==> config.mk <==
export PLATFORM = sky130hd
export DESIGN_NAME = vsp_ctrl
export DESIGN_NICKNAME = d
export VERILOG_FILES = /design/src/vsp_pkg.sv /design/src/vsp_ctrl.sv
export SDC_FILE = /design/constraint.sdc
export NUM_CORES = 1
export LEC_CHECK = 0
export BUFFER_PORTS_ARGS = -buffer_cell sky130_fd_sc_hd__buf_2
export CAP_MARGIN = 15
export CELL_PAD_IN_SITES_DETAIL_PLACEMENT = 1
export CELL_PAD_IN_SITES_GLOBAL_PLACEMENT = 1
export CORE_AREA = 2 2 136 138
export CTS_CLUSTER_SIZE = 40
export DETAILED_ROUTE_END_ITERATION = 7
export DIE_AREA = 0 0 138 140
export GPL_TIMING_DRIVEN = 0
export PLACE_DENSITY_LB_ADDON = 0.15
export SYNTH_ARGS = -nofsm -noshare
export SYNTH_HDL_FRONTEND = slang
export SYNTH_SLANG_ARGS = --single-unit
==> constraint.sdc <==
create_clock -name mclk -period 5.4 [get_ports mclk]
set_clock_uncertainty 0.1 [all_clocks]
set_input_delay 0.81 -clock mclk [delete_from_list [all_inputs] [get_ports mclk]]
set_output_delay 0.81 -clock mclk [all_outputs]
set_load 0.02 [all_outputs]
==> src/vsp_pkg.sv <==
// Shared types and constants for the rail state and phase configuration block.
// Assumes a 10 MHz controller clock and a single power-on reset.
package vsp_pkg;

	// Clock period
	localparam int CLK_PERIOD_NS = 100;

	// Start-up delay and soft-start duration, in their own units
	localparam int STARTUP_DELAY_US = 100;
	localparam int SOFT_START_US = 200;
	localparam int STARTUP_CYCLES = (STARTUP_DELAY_US * 1000) / CLK_PERIOD_NS;
	localparam int SOFT_START_CYCLES = (SOFT_START_US * 1000) / CLK_PERIOD_NS;

	// Register offsets on the command port
	localparam logic [7:0] VCODE_OFFSET = 8'h31;
	localparam logic [7:0] MRC_OFFSET = 8'h34;
	localparam logic [7:0] UCR_OFFSET = 8'h35;

	// Reset values
	localparam logic [7:0] MRC_RESET = 8'h00;
	localparam logic [7:0] UCR_RESET = 8'h00;
	localparam logic [7:0] VCODE_RESET = 8'h00;

	// Field positions
	localparam int MRC_RAIL_GOOD_BIT = 0;
	localparam int UCR_UNSUP_BIT = 7;

	// Rail addresses on the command port
	localparam logic [7:0] CORE_RAIL_ADDR = 8'h00;
	localparam logic [7:0] AUX_RAIL_ADDR = 8'h01;

	// Target voltage, in 10 uV units
	localparam logic [17:0] VOLT_CODE_FF_10UV = 18'h251C0;
	localparam logic [17:0] VOLT_STEP_10UV = 18'h001F4;
	localparam logic [7:0] VOLT_CODE_MAX = 8'hFF;
	localparam logic [7:0] VOLT_CODE_ZERO = 8'h00;

	// Sense pin pair patterns, {phase2 pin, phase3 pin} or {aux1, aux2}
	localparam logic [1:0] PAIR_BOTH_LOW = 2'h0;
	localparam logic [1:0] PAIR_SECOND_HIGH = 2'h1;
	localparam logic [1:0] PAIR_FIRST_HIGH = 2'h2;
	localparam logic [1:0] PAIR_BOTH_HIGH = 2'h3;

	typedef enum logic [2:0] {
		ST_DISABLED,
		ST_STARTUP,
		ST_DRV_FAULT,
		ST_SOFT_START,
		ST_NORMAL,
		ST_UNSUPPORTED
	} vsp_state_t;

	typedef struct packed {
		logic hs;
		logic ls;
	} vsp_gate_t;

	typedef struct packed {
		logic valid;
		logic write;
		logic [7:0] rail;
		logic [7:0] addr;
		logic [7:0] wdata;
	} vsp_cmd_t;

	typedef struct packed {
		logic ack;
		logic [7:0] rdata;
	} vsp_rsp_t;

endpackage

==> src/vsp_ctrl.sv <==
// Rail state control, sense-pin phase configuration and pulse routing.
// Assumes pins and commands synchronous to mclk; the serial bus framing
// lives outside and hands over one decoded command per valid cycle.
//
// What this block does
// - Sample four sense pins during start-up
// - Pin tied to supply reads high, disabled
// - Normally connected pin reads low, operational
// - Decode core and aux phase counts
// - Store detected pins in user config register
// - User config register read-only after init
// - Reject patterns outside the variant's list
// - Unsupported pattern: powered, never switching
// - Aux off ignores commands to rail 01h
// - Driver A follows pulse 1, B pulse 2
// - Driver C takes aux 1 or core 3
// - Main external output carries core pulse 3 in the two-core variant
// - Main external output carries aux pulse 2 in the three-core variant
// - Aux external output from aux 1 or 2
// - Zero code forces safe outputs, detection off
// - Zero code: rail good follows 34h bit 0
// - Code step 5 mV, FFh is 1.52 V
`timescale 1ns/10ps
`default_nettype none

module vsp_ctrl
	import vsp_pkg::*;
#(
	parameter logic THREE_CORE_DRV = 1'b0
) (
	input wire logic mclk,
	input wire logic rst_n,
	input wire logic enable_in,
	input wire logic undervoltage_lockout_ok,
	input wire logic core_phase2_sense_pin,
	input wire logic core_phase3_sense_pin,
	input wire logic aux_phase1_sense_pin,
	input wire logic aux_phase2_sense_pin,
	input wire logic [2:0] core_pulse,
	input wire logic [1:0] aux_pulse,
	input wire logic driver_enable_line_i,
	output logic driver_enable_line_o,
	output logic driver_enable_line_oe,
	input wire vsp_cmd_t cmd,
	output vsp_rsp_t rsp,
	output vsp_gate_t driver_a_gates,
	output vsp_gate_t driver_b_gates,
	output vsp_gate_t driver_c_gates,
	output logic ext_pulse_out_main,
	output logic ext_pulse_out_aux,
	output logic [1:0] rail_good_out,
	output logic [1:0] err_amp_hold_low,
	output logic [1:0] ovuv_detect_en,
	output logic [17:0] core_target_10uv,
	output logic [17:0] aux_target_10uv,
	output vsp_state_t state_out
);

	typedef struct packed {
		vsp_state_t st;
		logic cfg_done;
		logic [7:0] user_config_reg;
		logic [7:0] mrc;
		logic [7:0] vcode_core;
		logic [7:0] vcode_aux;
		logic [11:0] dly;
		vsp_rsp_t rsp;
		vsp_gate_t drv_a;
		vsp_gate_t drv_b;
		vsp_gate_t drv_c;
		logic ext_main;
		logic ext_aux;
		logic den_o;
		logic den_oe;
		logic [1:0] good;
		logic [1:0] amp_low;
		logic [1:0] ovuv_en;
		logic [17:0] tgt_core;
		logic [17:0] tgt_aux;
	} vsp_regs_t;

	vsp_regs_t s_reg;
	vsp_regs_t s_next;
	localparam vsp_regs_t REGS_RESET = '{
		st: ST_DISABLED, cfg_done: 1'b0, user_config_reg: UCR_RESET, mrc: MRC_RESET,
		vcode_core: VCODE_RESET, vcode_aux: VCODE_RESET, default: '0};
	localparam logic [11:0] STARTUP_LAST = 12'(STARTUP_CYCLES - 1);
	localparam logic [11:0] SOFT_LAST = 12'(SOFT_START_CYCLES - 1);

	// Code to target; zero gives no target at all
	function automatic logic [17:0] code_to_target(input logic [7:0] code);
		logic [17:0] steps;
		steps = 18'(VOLT_CODE_MAX - code);
		if (code == VOLT_CODE_ZERO) begin
			return 18'h00000;
		end
		return 18'(VOLT_CODE_FF_10UV - 18'(steps * VOLT_STEP_10UV));
	endfunction

	// Pins as captured: high means phase disabled
	logic [1:0] core_pair;
	logic [1:0] aux_pair;
	logic unsupported;
	logic aux_off;
	logic core_three;
	logic aux_two;
	logic aux_one;
	logic running;
	logic core_zero;
	logic aux_zero;
	logic [1:0] pin_core_pair;
	logic [1:0] pin_aux_pair;
	logic pin_unsup;

	assign pin_core_pair = {core_phase2_sense_pin, core_phase3_sense_pin};
	assign pin_aux_pair = {aux_phase1_sense_pin, aux_phase2_sense_pin};
	// Both variants reject the same patterns, so one check serves both
	assign pin_unsup = (pin_core_pair == PAIR_FIRST_HIGH) ||
		(pin_aux_pair == PAIR_FIRST_HIGH) ||
		(pin_core_pair == PAIR_BOTH_HIGH && pin_aux_pair == PAIR_BOTH_LOW);

	assign core_pair = s_reg.user_config_reg[3:2];
	assign aux_pair = s_reg.user_config_reg[1:0];
	assign unsupported = s_reg.user_config_reg[UCR_UNSUP_BIT];
	assign core_three = core_pair == PAIR_BOTH_LOW;
	assign aux_two = aux_pair == PAIR_BOTH_LOW;
	assign aux_one = aux_pair == PAIR_SECOND_HIGH;
	assign aux_off = s_reg.cfg_done && aux_pair == PAIR_BOTH_HIGH;
	assign running = s_reg.st == ST_SOFT_START || s_reg.st == ST_NORMAL;
	assign core_zero = s_reg.vcode_core == VOLT_CODE_ZERO;
	assign aux_zero = s_reg.vcode_aux == VOLT_CODE_ZERO;

	// Gate pair for one integrated driver
	function automatic vsp_gate_t gate_of(input logic active, input logic zero,
			input logic pulse);
		vsp_gate_t g;
		g = '{hs: 1'b0, ls: 1'b0};
		if (active && zero) begin
			g = '{hs: 1'b0, ls: 1'b1};
		end else if (active) begin
			g = '{hs: pulse, ls: ~pulse};
		end
		return g;
	endfunction

	always_comb begin
		logic cmd_ok;
		logic c_on;
		logic a_on;
		logic drv_c_aux;
		logic drv_c_core;
		s_next = s_reg;
		cmd_ok = 1'b0;
		c_on = 1'b0;
		a_on = 1'b0;
		drv_c_aux = 1'b0;
		drv_c_core = 1'b0;
		s_next.rsp.ack = 1'b0;

		// Rail state sequence
		case (s_reg.st)
			ST_DISABLED: begin
				s_next.dly = '0;
				if (enable_in && undervoltage_lockout_ok) begin
					s_next.st = ST_STARTUP;
				end
			end
			ST_STARTUP: begin
				if (!s_reg.cfg_done) begin
					s_next.user_config_reg = {pin_unsup, 3'h0, pin_core_pair, pin_aux_pair};
					s_next.cfg_done = 1'b1;
				end
				s_next.dly = s_reg.dly + 12'h001;
				if (!(enable_in && undervoltage_lockout_ok)) begin
					s_next.st = ST_DISABLED;
				end else if (s_reg.cfg_done && unsupported) begin
					s_next.st = ST_UNSUPPORTED;
				end else if (s_reg.cfg_done && s_reg.dly >= STARTUP_LAST) begin
					s_next.dly = '0;
					s_next.st = driver_enable_line_i ? ST_SOFT_START : ST_DRV_FAULT;
				end
			end
			ST_DRV_FAULT: begin
				s_next.dly = '0;
				if (!(enable_in && undervoltage_lockout_ok)) begin
					s_next.st = ST_DISABLED;
				end else if (driver_enable_line_i) begin
					s_next.st = ST_SOFT_START;
				end
			end
			ST_SOFT_START, ST_NORMAL: begin
				if (s_reg.dly < SOFT_LAST) begin
					s_next.dly = s_reg.dly + 12'h001;
				end
				if (s_reg.st == ST_SOFT_START && s_reg.dly >= SOFT_LAST) begin
					s_next.st = ST_NORMAL;
				end
				if (!(enable_in && undervoltage_lockout_ok)) begin
					s_next.st = ST_DISABLED;
				end else if (!driver_enable_line_i) begin
					s_next.st = ST_DRV_FAULT;
				end
			end
			ST_UNSUPPORTED: begin
				// Stays powered; only a power-on reset leaves this state
				s_next.st = ST_UNSUPPORTED;
			end
			default: begin
				s_next.st = ST_DISABLED;
			end
		endcase

		// Register commands; aux rail gone means no answer at all
		if (cmd.valid) begin
			if (cmd.rail == CORE_RAIL_ADDR) begin
				cmd_ok = 1'b1;
			end else if (cmd.rail == AUX_RAIL_ADDR && !aux_off) begin
				cmd_ok = 1'b1;
			end
		end
		if (cmd_ok) begin
			s_next.rsp.ack = 1'b1;
			s_next.rsp.rdata = 8'h00;
			case (cmd.addr)
				VCODE_OFFSET: begin
					if (cmd.write && cmd.rail == CORE_RAIL_ADDR) begin
						s_next.vcode_core = cmd.wdata;
					end else if (cmd.write) begin
						s_next.vcode_aux = cmd.wdata;
					end
					s_next.rsp.rdata = (cmd.rail == CORE_RAIL_ADDR) ?
						s_reg.vcode_core : s_reg.vcode_aux;
				end
				MRC_OFFSET: begin
					if (cmd.write) begin
						s_next.mrc = cmd.wdata;
					end
					s_next.rsp.rdata = s_reg.mrc;
				end
				UCR_OFFSET: begin
					// Writes dropped: contents only come from the pins
					s_next.rsp.rdata = s_reg.user_config_reg;
				end
				default: begin
					s_next.rsp.rdata = 8'h00;
				end
			endcase
		end

		// Output stage; idle states give quiet pins
		c_on = running;
		a_on = running && !aux_off;
		drv_c_aux = !THREE_CORE_DRV && (aux_two || aux_one);
		drv_c_core = THREE_CORE_DRV && core_three;
		s_next.drv_a = gate_of(c_on, core_zero, core_pulse[0]);
		s_next.drv_b = gate_of(c_on, core_zero, core_pulse[1]);
		if (drv_c_aux) begin
			s_next.drv_c = gate_of(a_on, aux_zero, aux_pulse[0]);
		end else begin
			s_next.drv_c = gate_of(c_on && drv_c_core, core_zero,
				core_pulse[2]);
		end
		s_next.ext_main = 1'b0;
		if (!THREE_CORE_DRV && core_three) begin
			s_next.ext_main = c_on && !core_zero && core_pulse[2];
		end else if (THREE_CORE_DRV && aux_two) begin
			s_next.ext_main = a_on && !aux_zero && aux_pulse[1];
		end
		s_next.ext_aux = 1'b0;
		if (!THREE_CORE_DRV && aux_two) begin
			s_next.ext_aux = a_on && !aux_zero && aux_pulse[1];
		end else if (THREE_CORE_DRV && (aux_two || aux_one)) begin
			s_next.ext_aux = a_on && !aux_zero && aux_pulse[0];
		end

		// Enable line: driven low when idle, released in fault, high running
		s_next.den_o = running;
		s_next.den_oe = s_reg.st != ST_DRV_FAULT;

		s_next.amp_low = {!a_on || aux_zero, !c_on || core_zero};
		s_next.ovuv_en = {a_on && !aux_zero, c_on && !core_zero};
		s_next.good = 2'b00;
		if (s_reg.st == ST_NORMAL) begin
			s_next.good[0] = core_zero ? s_reg.mrc[MRC_RAIL_GOOD_BIT] : 1'b1;
			if (!aux_off) begin
				s_next.good[1] = aux_zero ? s_reg.mrc[MRC_RAIL_GOOD_BIT] : 1'b1;
			end
		end
		s_next.tgt_core = code_to_target(s_reg.vcode_core);
		s_next.tgt_aux = code_to_target(s_reg.vcode_aux);
	end

	always_ff @(posedge mclk or negedge rst_n) begin
		if (!rst_n) begin
			s_reg <= REGS_RESET;
		end else begin
			s_reg <= s_next;
		end
	end

	assign driver_enable_line_o = s_reg.den_o;
	assign driver_enable_line_oe = s_reg.den_oe;
	assign rsp = s_reg.rsp;
	assign driver_a_gates = s_reg.drv_a;
	assign driver_b_gates = s_reg.drv_b;
	assign driver_c_gates = s_reg.drv_c;
	assign ext_pulse_out_main = s_reg.ext_main;
	assign ext_pulse_out_aux = s_reg.ext_aux;
	assign rail_good_out = s_reg.good;
	assign err_amp_hold_low = s_reg.amp_low;
	assign ovuv_detect_en = s_reg.ovuv_en;
	assign core_target_10uv = s_reg.tgt_core;
	assign aux_target_10uv = s_reg.tgt_aux;
	assign state_out = s_reg.st;
endmodule

`default_nettype wire

-- Word-level counts from Yosys, hierarchy flattened
Cells that the tools add are included.
W data, S select, Z words.
- register bits after elaboration: 106
- input bits: 40
- output and inout bits: 64
- logic and storage cells: 142
- $add $sub $neg: 5
- multipliers: 2
- magnitude comparators: 3
- equal/unequal tests: 20
- multiplexer cells: 41
- bitwise gates (word level): 5
- reduce and logical (&&, ||, !) cells: 42
- operator list (cell ; number):
    $mux W18 ; 4
    $mux W12 ; 4
    $mul A18 B7 Y16 const B ; 2
    $pmux W12 S3 ; 1
    $sub A18 B18 Y18 const A ; 2
    $mux W3 ; 9
    $eq A8 B6 Y1 const B ; 3
    $logic_not A8 Y1 ; 3
    $pmux W8 S3 ; 1
    $sub A8 B8 Y9 const A ; 2
    $mux W2 ; 8
    $logic_and A1 B1 Y1 ; 15
    $pmux W3 S5 ; 1
    $add A12 B1 Y12 const B ; 1
    $ge A12 B10 Y1 const B ; 1
    $ge A12 B11 Y1 const B ; 1
    $lt A12 B11 Y1 const B ; 1
    $mux W1 ; 11
    $mux W9 ; 1
    $eq A2 B2 Y1 const B ; 4
    $eq A8 B1 Y1 const B ; 1
    $mux W8 ; 1
    $ne A4 B4 Y1 const B ; 2
    $reduce_and A4 Y1 ; 2
    other kinds (16) ; 37

-- Longest topological paths before layout
Gate-level depths: netlist of the first run.
- word-level depth: 8
- mapped depth: 17
- depth with buffers taken out: 16

-- Worst setup path after synthesis of the first run
No wires, ideal clock.
- path type: reg2reg
- from: reg s_reg[74] (netlist bit)
- to: reg s_reg, in the netlist aux_target_10uv[17]
- setup time: 0.079 ns
- arrival time: 4.741 ns
- data required time: 5.221 ns
- slack: 0.479 ns
- stages on the path, launching flop included: 17
- path buffers: 1
- period minus slack after synthesis: 4.921 ns
- cells stage by stage: dfrtp_1 > inv_1 > fa_1 > inv_1 > fa_1 > fa_1 > fa_1 > inv_1 > ha_1 > buf_2 > and3_1 > a22oi_1 > a2bb2oi_1 > or3b_1 > o21ba_2 > a2111oi_4 > mux2i_1
- RTL lines (element ; RTL line ; text):
    from (decl) ; vsp_ctrl.sv:82 ; vsp_regs_t s_reg;
    from (signal assigned) ; vsp_ctrl.sv:297 ; s_reg <= s_next;

==> results of run 1 <==
## power by group through the flow
stage | Sequential, mW | Combinational, mW | Clock, mW
2_1_floorplan | 0.852 | 0.215 | 0
3_3_place_gp | 0.867 | 0.309 | 0
3_5_place_dp | 0.869 | 0.325 | 0
4_1_cts | 0.854 | 0.331 | 0.693
5_1_grt | 0.862 | 0.367 | 0.731
6_report | 0.855 | 0.331 | 0.682
## kinds of logic after synthesis
logic type	count (synthesis)	synth area share, %
simple gates	197	12.5
buf+inv	170	10.6
compound gates	134	12.5
fa+ha+maj	127	23.3
flops	102	31.0
mux	45	5.89
xor+xnor	39	4.24
other cells	1	0.0455
## layout make-up
class                      count  area (sq um)  share of cell area, %
sequential                   102          2560                   26.8
clock buffer                  10           239                   2.51
antenna                        1          2.50                 0.0263
tap                          229           287                   3.01
buffer                        75           515                   5.41
multi-input combinational    546          4880                   51.2
inverter                      95           368                   3.86
clock inverter                 6          70.1                  0.735
timing repair buffer         111           611                   6.41
## cells in the mapped netlist, types with 4 or more instances
master      n
a21boi_0    4
a21o_1      8
a21oi_1    21
a22o_1      8
and2_1      8
and3_1     10
buf_2       4
buf_4      60
clkbuf_1    9
dfrtp_1   102
fa_1       44
ha_1       83
inv_1      94
mux2_2     28
mux2i_1    17
nand2_1    32
nand2b_1    6
nand3_1     6
nand4_1     9
nor2_1     59
nor2b_1     6
nor3_1     24
nor3b_1     5
o211a_1     7
o211ai_1    6
o21a_1      8
o21ai_0    23
o22ai_1     8
or2_2       4
or3_1       7
xnor2_1    13
xor2_1     25
## repair_timing
item                                    in CTS  in global routing
endpoints found under the setup margin       1                  8
hold endpoints to repair                     0                  0
resized for setup                            1                 21
pin swaps                                    0                  2
setup buffers                                0                 12
hold buffers                                 0                  0
## metal layers
| layer | share of wire (%) | vias to the layer above | global-route usage [%] |
|---|---|---|---|
| met5 | 0 | - | 0 |
| met2 | 46 | 140 | 34.5 |
| met4 | 1.4 | 0 | 5.37 |
| li1 | - | 2973 | - |
| met1 | 48 | 3136 | 30.0 |
| met3 | 4.5 | 22 | 4.00 |
## cell usage in the layout, fill, tap and decap left out, drive strengths merged, types with 6 or more instances in the layout
cell / n
buf: 175
dfrtp: 102
inv: 93
ha: 83
nor2: 59
fa: 44
nand2: 32
mux2: 28
xor2: 26
nor3: 24
o21ai: 24
a21oi: 21
clkbuf: 21
mux2i: 17
xnor2: 13
and3: 10
nand4: 9
a21o: 8
o21a: 8
o22ai: 8
and2: 8
a22o: 8
or3: 8
o211a: 7
nand3: 7
nand2b: 6
nor2b: 6
o211ai: 6
a211oi: 6
## critical path, cell delays in order (launching register included)
cell	delay (ns)
dfrtp_2	0.43
clkinvlp_4	0.21
fa_1	0.54
inv_1	0.05
fa_1	0.53
fa_1	0.45
fa_1	0.51
inv_1	0.04
ha_1	0.26
clkbuf_4	0.18
o21a_1	0.16
o31a_1	0.24
a21oi_1	0.14
or3b_4	0.44
o21ba_2	0.25
a2111oi_4	0.36
mux2i_1	0.21
## how the worst min path moves through the flow
stage	startpoint	to	slack (ns)
after floorplan	core_pair[0]	ext_pulse_out_main	0.33
final	rst_n	s_reg[65]	0.34
after detailed placement	rsp[7]	rsp[7]	0.39
after global routing	rst_n	s_reg[65]	0.37
after CTS	rst_n	s_reg[65]	0.35
after global placement	s_reg[92]	s_reg[92]	0.39
## stage by stage
stage	setup TNS (ns)	instances	setup WS, ns	hold slack (ns)	utilization [%]
3_5_place_dp	0	1146	0.0120	0.395	50.9
2_1_floorplan	0	818	0.479	0.327	-
4_1_cts	0	1162	0.0334	0.350	52.7
3_3_place_gp	0	1145	0.127	0.387	50.8
5_1_grt	-0.0350	1174	-0.0193	0.369	53.6
6_report	0	1175	0.211	0.335	53.6
==> impl_metrics.py, run 1 <==
metrics = {
    "grt": {
        "grt_max_degree": 62,
        "grt_usage_pct": 21.4,
        "antenna_found_initial": 0,
        "grt_pass1_vias": 6584,
        "grt_pass1_wl_mm": 33.8,
        "overflow": 0,
    },
    "detailed_routing": {
        "wirelength_mm": 20.1,
        "wire_per_inst_um": 17.1,
        "detailedRoute.firstPassIterationCount": 4,
        "routed-via-count": 6271,
        "ant_nets": 0,
        "vias_per_cell": 5.34,
        "drc": 0,
        "drt_iter0_drc": 246,
    },
    "final_layout": {
        "fillers": 2028,
        "layout.nets": 1107,
        "design_area_sq_um": 9530,
        "layout-drive-gt1-share_pct": 27.8,
        "syn_to_final_growth_pct": 15.7,
        "largest_register_ffs": 38,
    },
    "clocking": {
        "cts_buffer_depth": 2,
        "tritoncts": "built",
        "insertion_delay_ns": 0.35,
        "htreeDepth": 3,
        "cts_made_buffers": 9,
        "cts.sinks": 102,
        "cts_root_buf": "clkbuf_16",
        "clk_transition_reported_paths_ns": 0.07,
    },
    "pwr": {
        "power_frac_clock_pct": 36.5,
        "p_seq_share_pct": 45.8,
        "p_int_mw": 1.30,
        "p_total_mw": 1.87,
        "combPwrFrac_pct": 17.7,
        "power_density_nw_per_um2": 196,
        "switching_share_pct": 30.2,
        "power_switching_mw": 0.564,
        "leakage_nw": 4.84,
        "ir_worst_vdd_mv": 0.165,
    },
    "timing": {
        "finalHoldViolCount": 0,
        "min_period_ns": 5.19,
        "min_period_over_period_pct": 96.1,
        "fmax_ghz": 0.193,
        "worst_slew_pin_slew_ns": 0.768,
        "drv_slew": 0,
        "slew_headroom_pct": 48.6,
        "rsz0062_at_grt": "true",
        "setup_violations": 0,
    },
    "place": {
        "numPortBuffers": 98,
        "dp_hpwl_mm": 16.0,
        "place_area_sq_um": 9060,
        "gp_congestion": 0.857,
    },
    "die": {
        "rows": 49,
        "core_sq_um": 17800,
        "fp.dieW_um": 138,
        "io_pins": 104,
        "die_h_um": 140,
        "start_util_pct": 46.3,
        "fp.dieArea_sq_um": 19300,
    },
    "worst_setup_path": {
        "start_kind": "flop",
        "r2r-start": "s_reg[75]",
        "r2r_slack_ns": 0.21,
        "crit_fanout": 9,
        "reg2reg_depth": 16,
        "critPathCapture": "aux_target_10uv[17]",
        "crit_start": "s_reg[75]",
        "cp-end-kind": "flop",
        "crit_required_ns": 5.58,
        "r2r_end": "aux_target_10uv[17]",
        "worstPathArrival_ns": 5.37,
        "criticalPathCategory": "reg -> reg",
    },
    "synth": {
        "ys_ff_latch": 102,
        "yosysUniqueCellTypes": 75,
        "yosysTopAreaCellShare_pct": 31.0,
        "async_flop_share_pct": 100,
        "synthesis.area_sq_um": 8240,
        "avgSynthCellArea_sq_um": 10.1,
        "yosys.area.top_type": "dfrtp_1",
        "synth_area_leaders": "dfrtp_1, ha_1, fa_1",
        "synth_edf_count": 0,
        "ys_warn_count": 0,
        "syn_inst": 815,
        "yosysSeqAreaShare_pct": 31.0,
        "synth_ff_type": "dfrtp_1",
    },
    "job": {
        "max_cap_violations": 0,
    },
    "outcome": {
        "status": "finished, final reports clean",
    },
    "hold_path": {
        "min_path_type": "in -> async",
    },
}
No activity file was read; power rests on OpenSTA's default activity.
==> inputs of run 2 (changes only) <==
- CORE_AREA: 2 2 136 138 -> 2 2 97 193
- DIE_AREA: 0 0 138 140 -> 0 0 99 195
==> impl_metrics.py, run 2 (synthesis gave the netlist of run 1 again) <==
metrics = {
    "final_layout": {
        "fillers": 2058,
        "layout.nets": 1109,
        "insertedDiodeCount": 0,
        "largest_register_ffs": 38,
        "layout-drive-gt1-share_pct": 28.3,
        "syn_to_final_growth_pct": 15.8,
        "mostFrequentLayoutCell": "buf_2",
        "multi_input_area_sq_um": 4900,
        "finalNonFillerCells": 1160,
        "ff_latch_area_sq_um": 2560,
        "final_cell_mix": "buf_2, dfrtp_1, inv_1, ha_1, buf_4",
        "postLayoutCoreUtil_pct": 53.9,
    },
    "timing": {
        "setup_violations": 0,
        "fmax_ghz": 0.191,
        "finalHoldViolCount": 0,
        "worst_slew_pin_slew_ns": 0.746,
        "min_period_over_period_pct": 97.0,
        "fin_ws_ns": 0.163,
        "drv_slew": 0,
        "min_period_ns": 5.24,
        "tns_ns": 0,
        "slew_headroom_pct": 50.2,
    },
    "die": {
        "start_util_pct": 46.5,
        "fp.dieArea_sq_um": 19300,
        "rows": 69,
        "fp.dieW_um": 99,
        "die_h_um": 195,
        "io_pins": 104,
        "core_sq_um": 17700,
    },
    "grt": {
        "grt_usage_pct": 23.1,
        "overflow": 0,
        "grt_max_degree": 65,
        "grt_pass1_wl_mm": 35.0,
        "grt_pass1_vias": 7239,
        "antenna_found_initial": 0,
    },
    "job": {
        "max_cap_violations": 0,
    },
    "place": {
        "gp_congestion": 0.885,
        "dp_hpwl_mm": 17.8,
        "dpl_worst_slack_ns": -0.176,
        "placed_cells": 1130,
        "numPortBuffers": 98,
    },
    "detailed_routing": {
        "detailedRoute.firstPassIterationCount": 4,
        "wirelength_mm": 21.7,
        "routed-via-count": 6340,
        "ant_nets": 0,
        "wire_per_inst_um": 18.7,
        "drc": 0,
        "drt_iter0_drc": 69,
        "vias_per_cell": 5.47,
    },
    "pwr": {
        "power_density_nw_per_um2": 192,
        "p_total_mw": 1.83,
        "ir_worst_vdd_mv": 0.134,
        "leakage_nw": 4.84,
    },
    "clocking": {
        "htreeDepth": 3,
        "tritoncts": "built",
        "cts_buffer_depth": 2,
        "clk_transition_reported_paths_ns": 0.08,
        "insertion_delay_ns": 0.37,
        "cts_root_buf": "clkbuf_16",
        "cts_made_buffers": 9,
        "cts.sinks": 102,
    },
    "worst_setup_path": {
        "reg2reg_depth": 16,
        "crit_chain": "clkinvlp_4 > fa_1 > inv_1 > fa_1 > fa_1 > fa_1 > inv_1 > ha_1 > buf_2 > and3_1 > a22oi_2 > a21boi_0 > xnor2_1 > o21ba_2 > a2111oi_4 > mux2i_1",
        "slowest_delay_ns": 0.53,
        "crit_path_frequent_cell": "fa_1",
        "crit_fanout": 9,
        "slowest_stage": "fa_1",
        "criticalPathCategory": "reg -> reg",
        "crit_required_ns": 5.59,
        "start_kind": "flop",
        "path_buf_inv": 4,
        "cp-end-kind": "flop",
        "critPathTopFamily": "adder cells",
        "cp.depth": 16,
        "worstPathArrival_ns": 5.43,
    },
    "hold_path": {
        "min_path_type": "in -> async",
    },
    "outcome": {
        "status": "finished, final reports clean",
    },
}
run 2: cell count changes in the layout (fill, tap and decap cells not counted), moves of 2 or more:
cell      delta
buf_4        +2
inv_1        -3
inv_6        +2
clkinv_8     +2
run 2: what timing repair did:
item	in CTS	in global routing
cloned	0	0
setup buffers	0	14
pin swaps	0	4
setup endpoints to repair	3	8
hold buffers	0	0
gates resized for setup	4	23
run 2: cell type report:
class / count / area share [%]
buffer: 75 / 5.40
clock buffer: 10 / 2.40
clock inverter: 6 / 0.695
inverter: 95 / 3.94
multi-input combinational: 546 / 51.4
sequential: 102 / 26.8
tap: 213 / 2.79
timing repair buffer: 113 / 6.56
run 2: path summary, 6_finish.rpt:
check | end | start | slack, ns
max in group asynchronous | rsp[8] | rst_n | 4.18
worst max-delay path | aux_target_10uv[17] | s_reg[75] | 0.16
min in group mclk | ext_pulse_out_aux | aux_pair[0] | 0.41
worst min-delay path | s_reg[62] | rst_n | 0.32
worst max register to register | aux_target_10uv[17] | s_reg[75] | 0.16
worst min register to register | ext_pulse_out_aux | aux_pair[0] | 0.41
run 2: metal layers:
metal  track usage, %  share of wire, %  vias to the layer above
met3             3.11               2.5                       50
met5                0                 0                        -
met2             48.5                62                      104
li1                 -                 -                     2979
met4             12.1               4.6                        0
met1             19.6                31                     3207
run 2: where the power goes:
| part | internal (mW) | switching, mW | leakage, nW |
|---|---|---|---|
| Combinational | 0.121 | 0.204 | 3.32 |
| Sequential | 0.806 | 0.0458 | 1.38 |
| Clock | 0.327 | 0.329 | 0.145 |
run 2: metrics by stage:
stage / hold slack, ns / cell area (sq um)
after global placement: 0.389 / 9010
after global routing: 0.349 / 9540
after floorplan: 0.327 / 8250
final: 0.317 / 9540
after detailed placement: 0.397 / 9040
after CTS: 0.335 / 9330
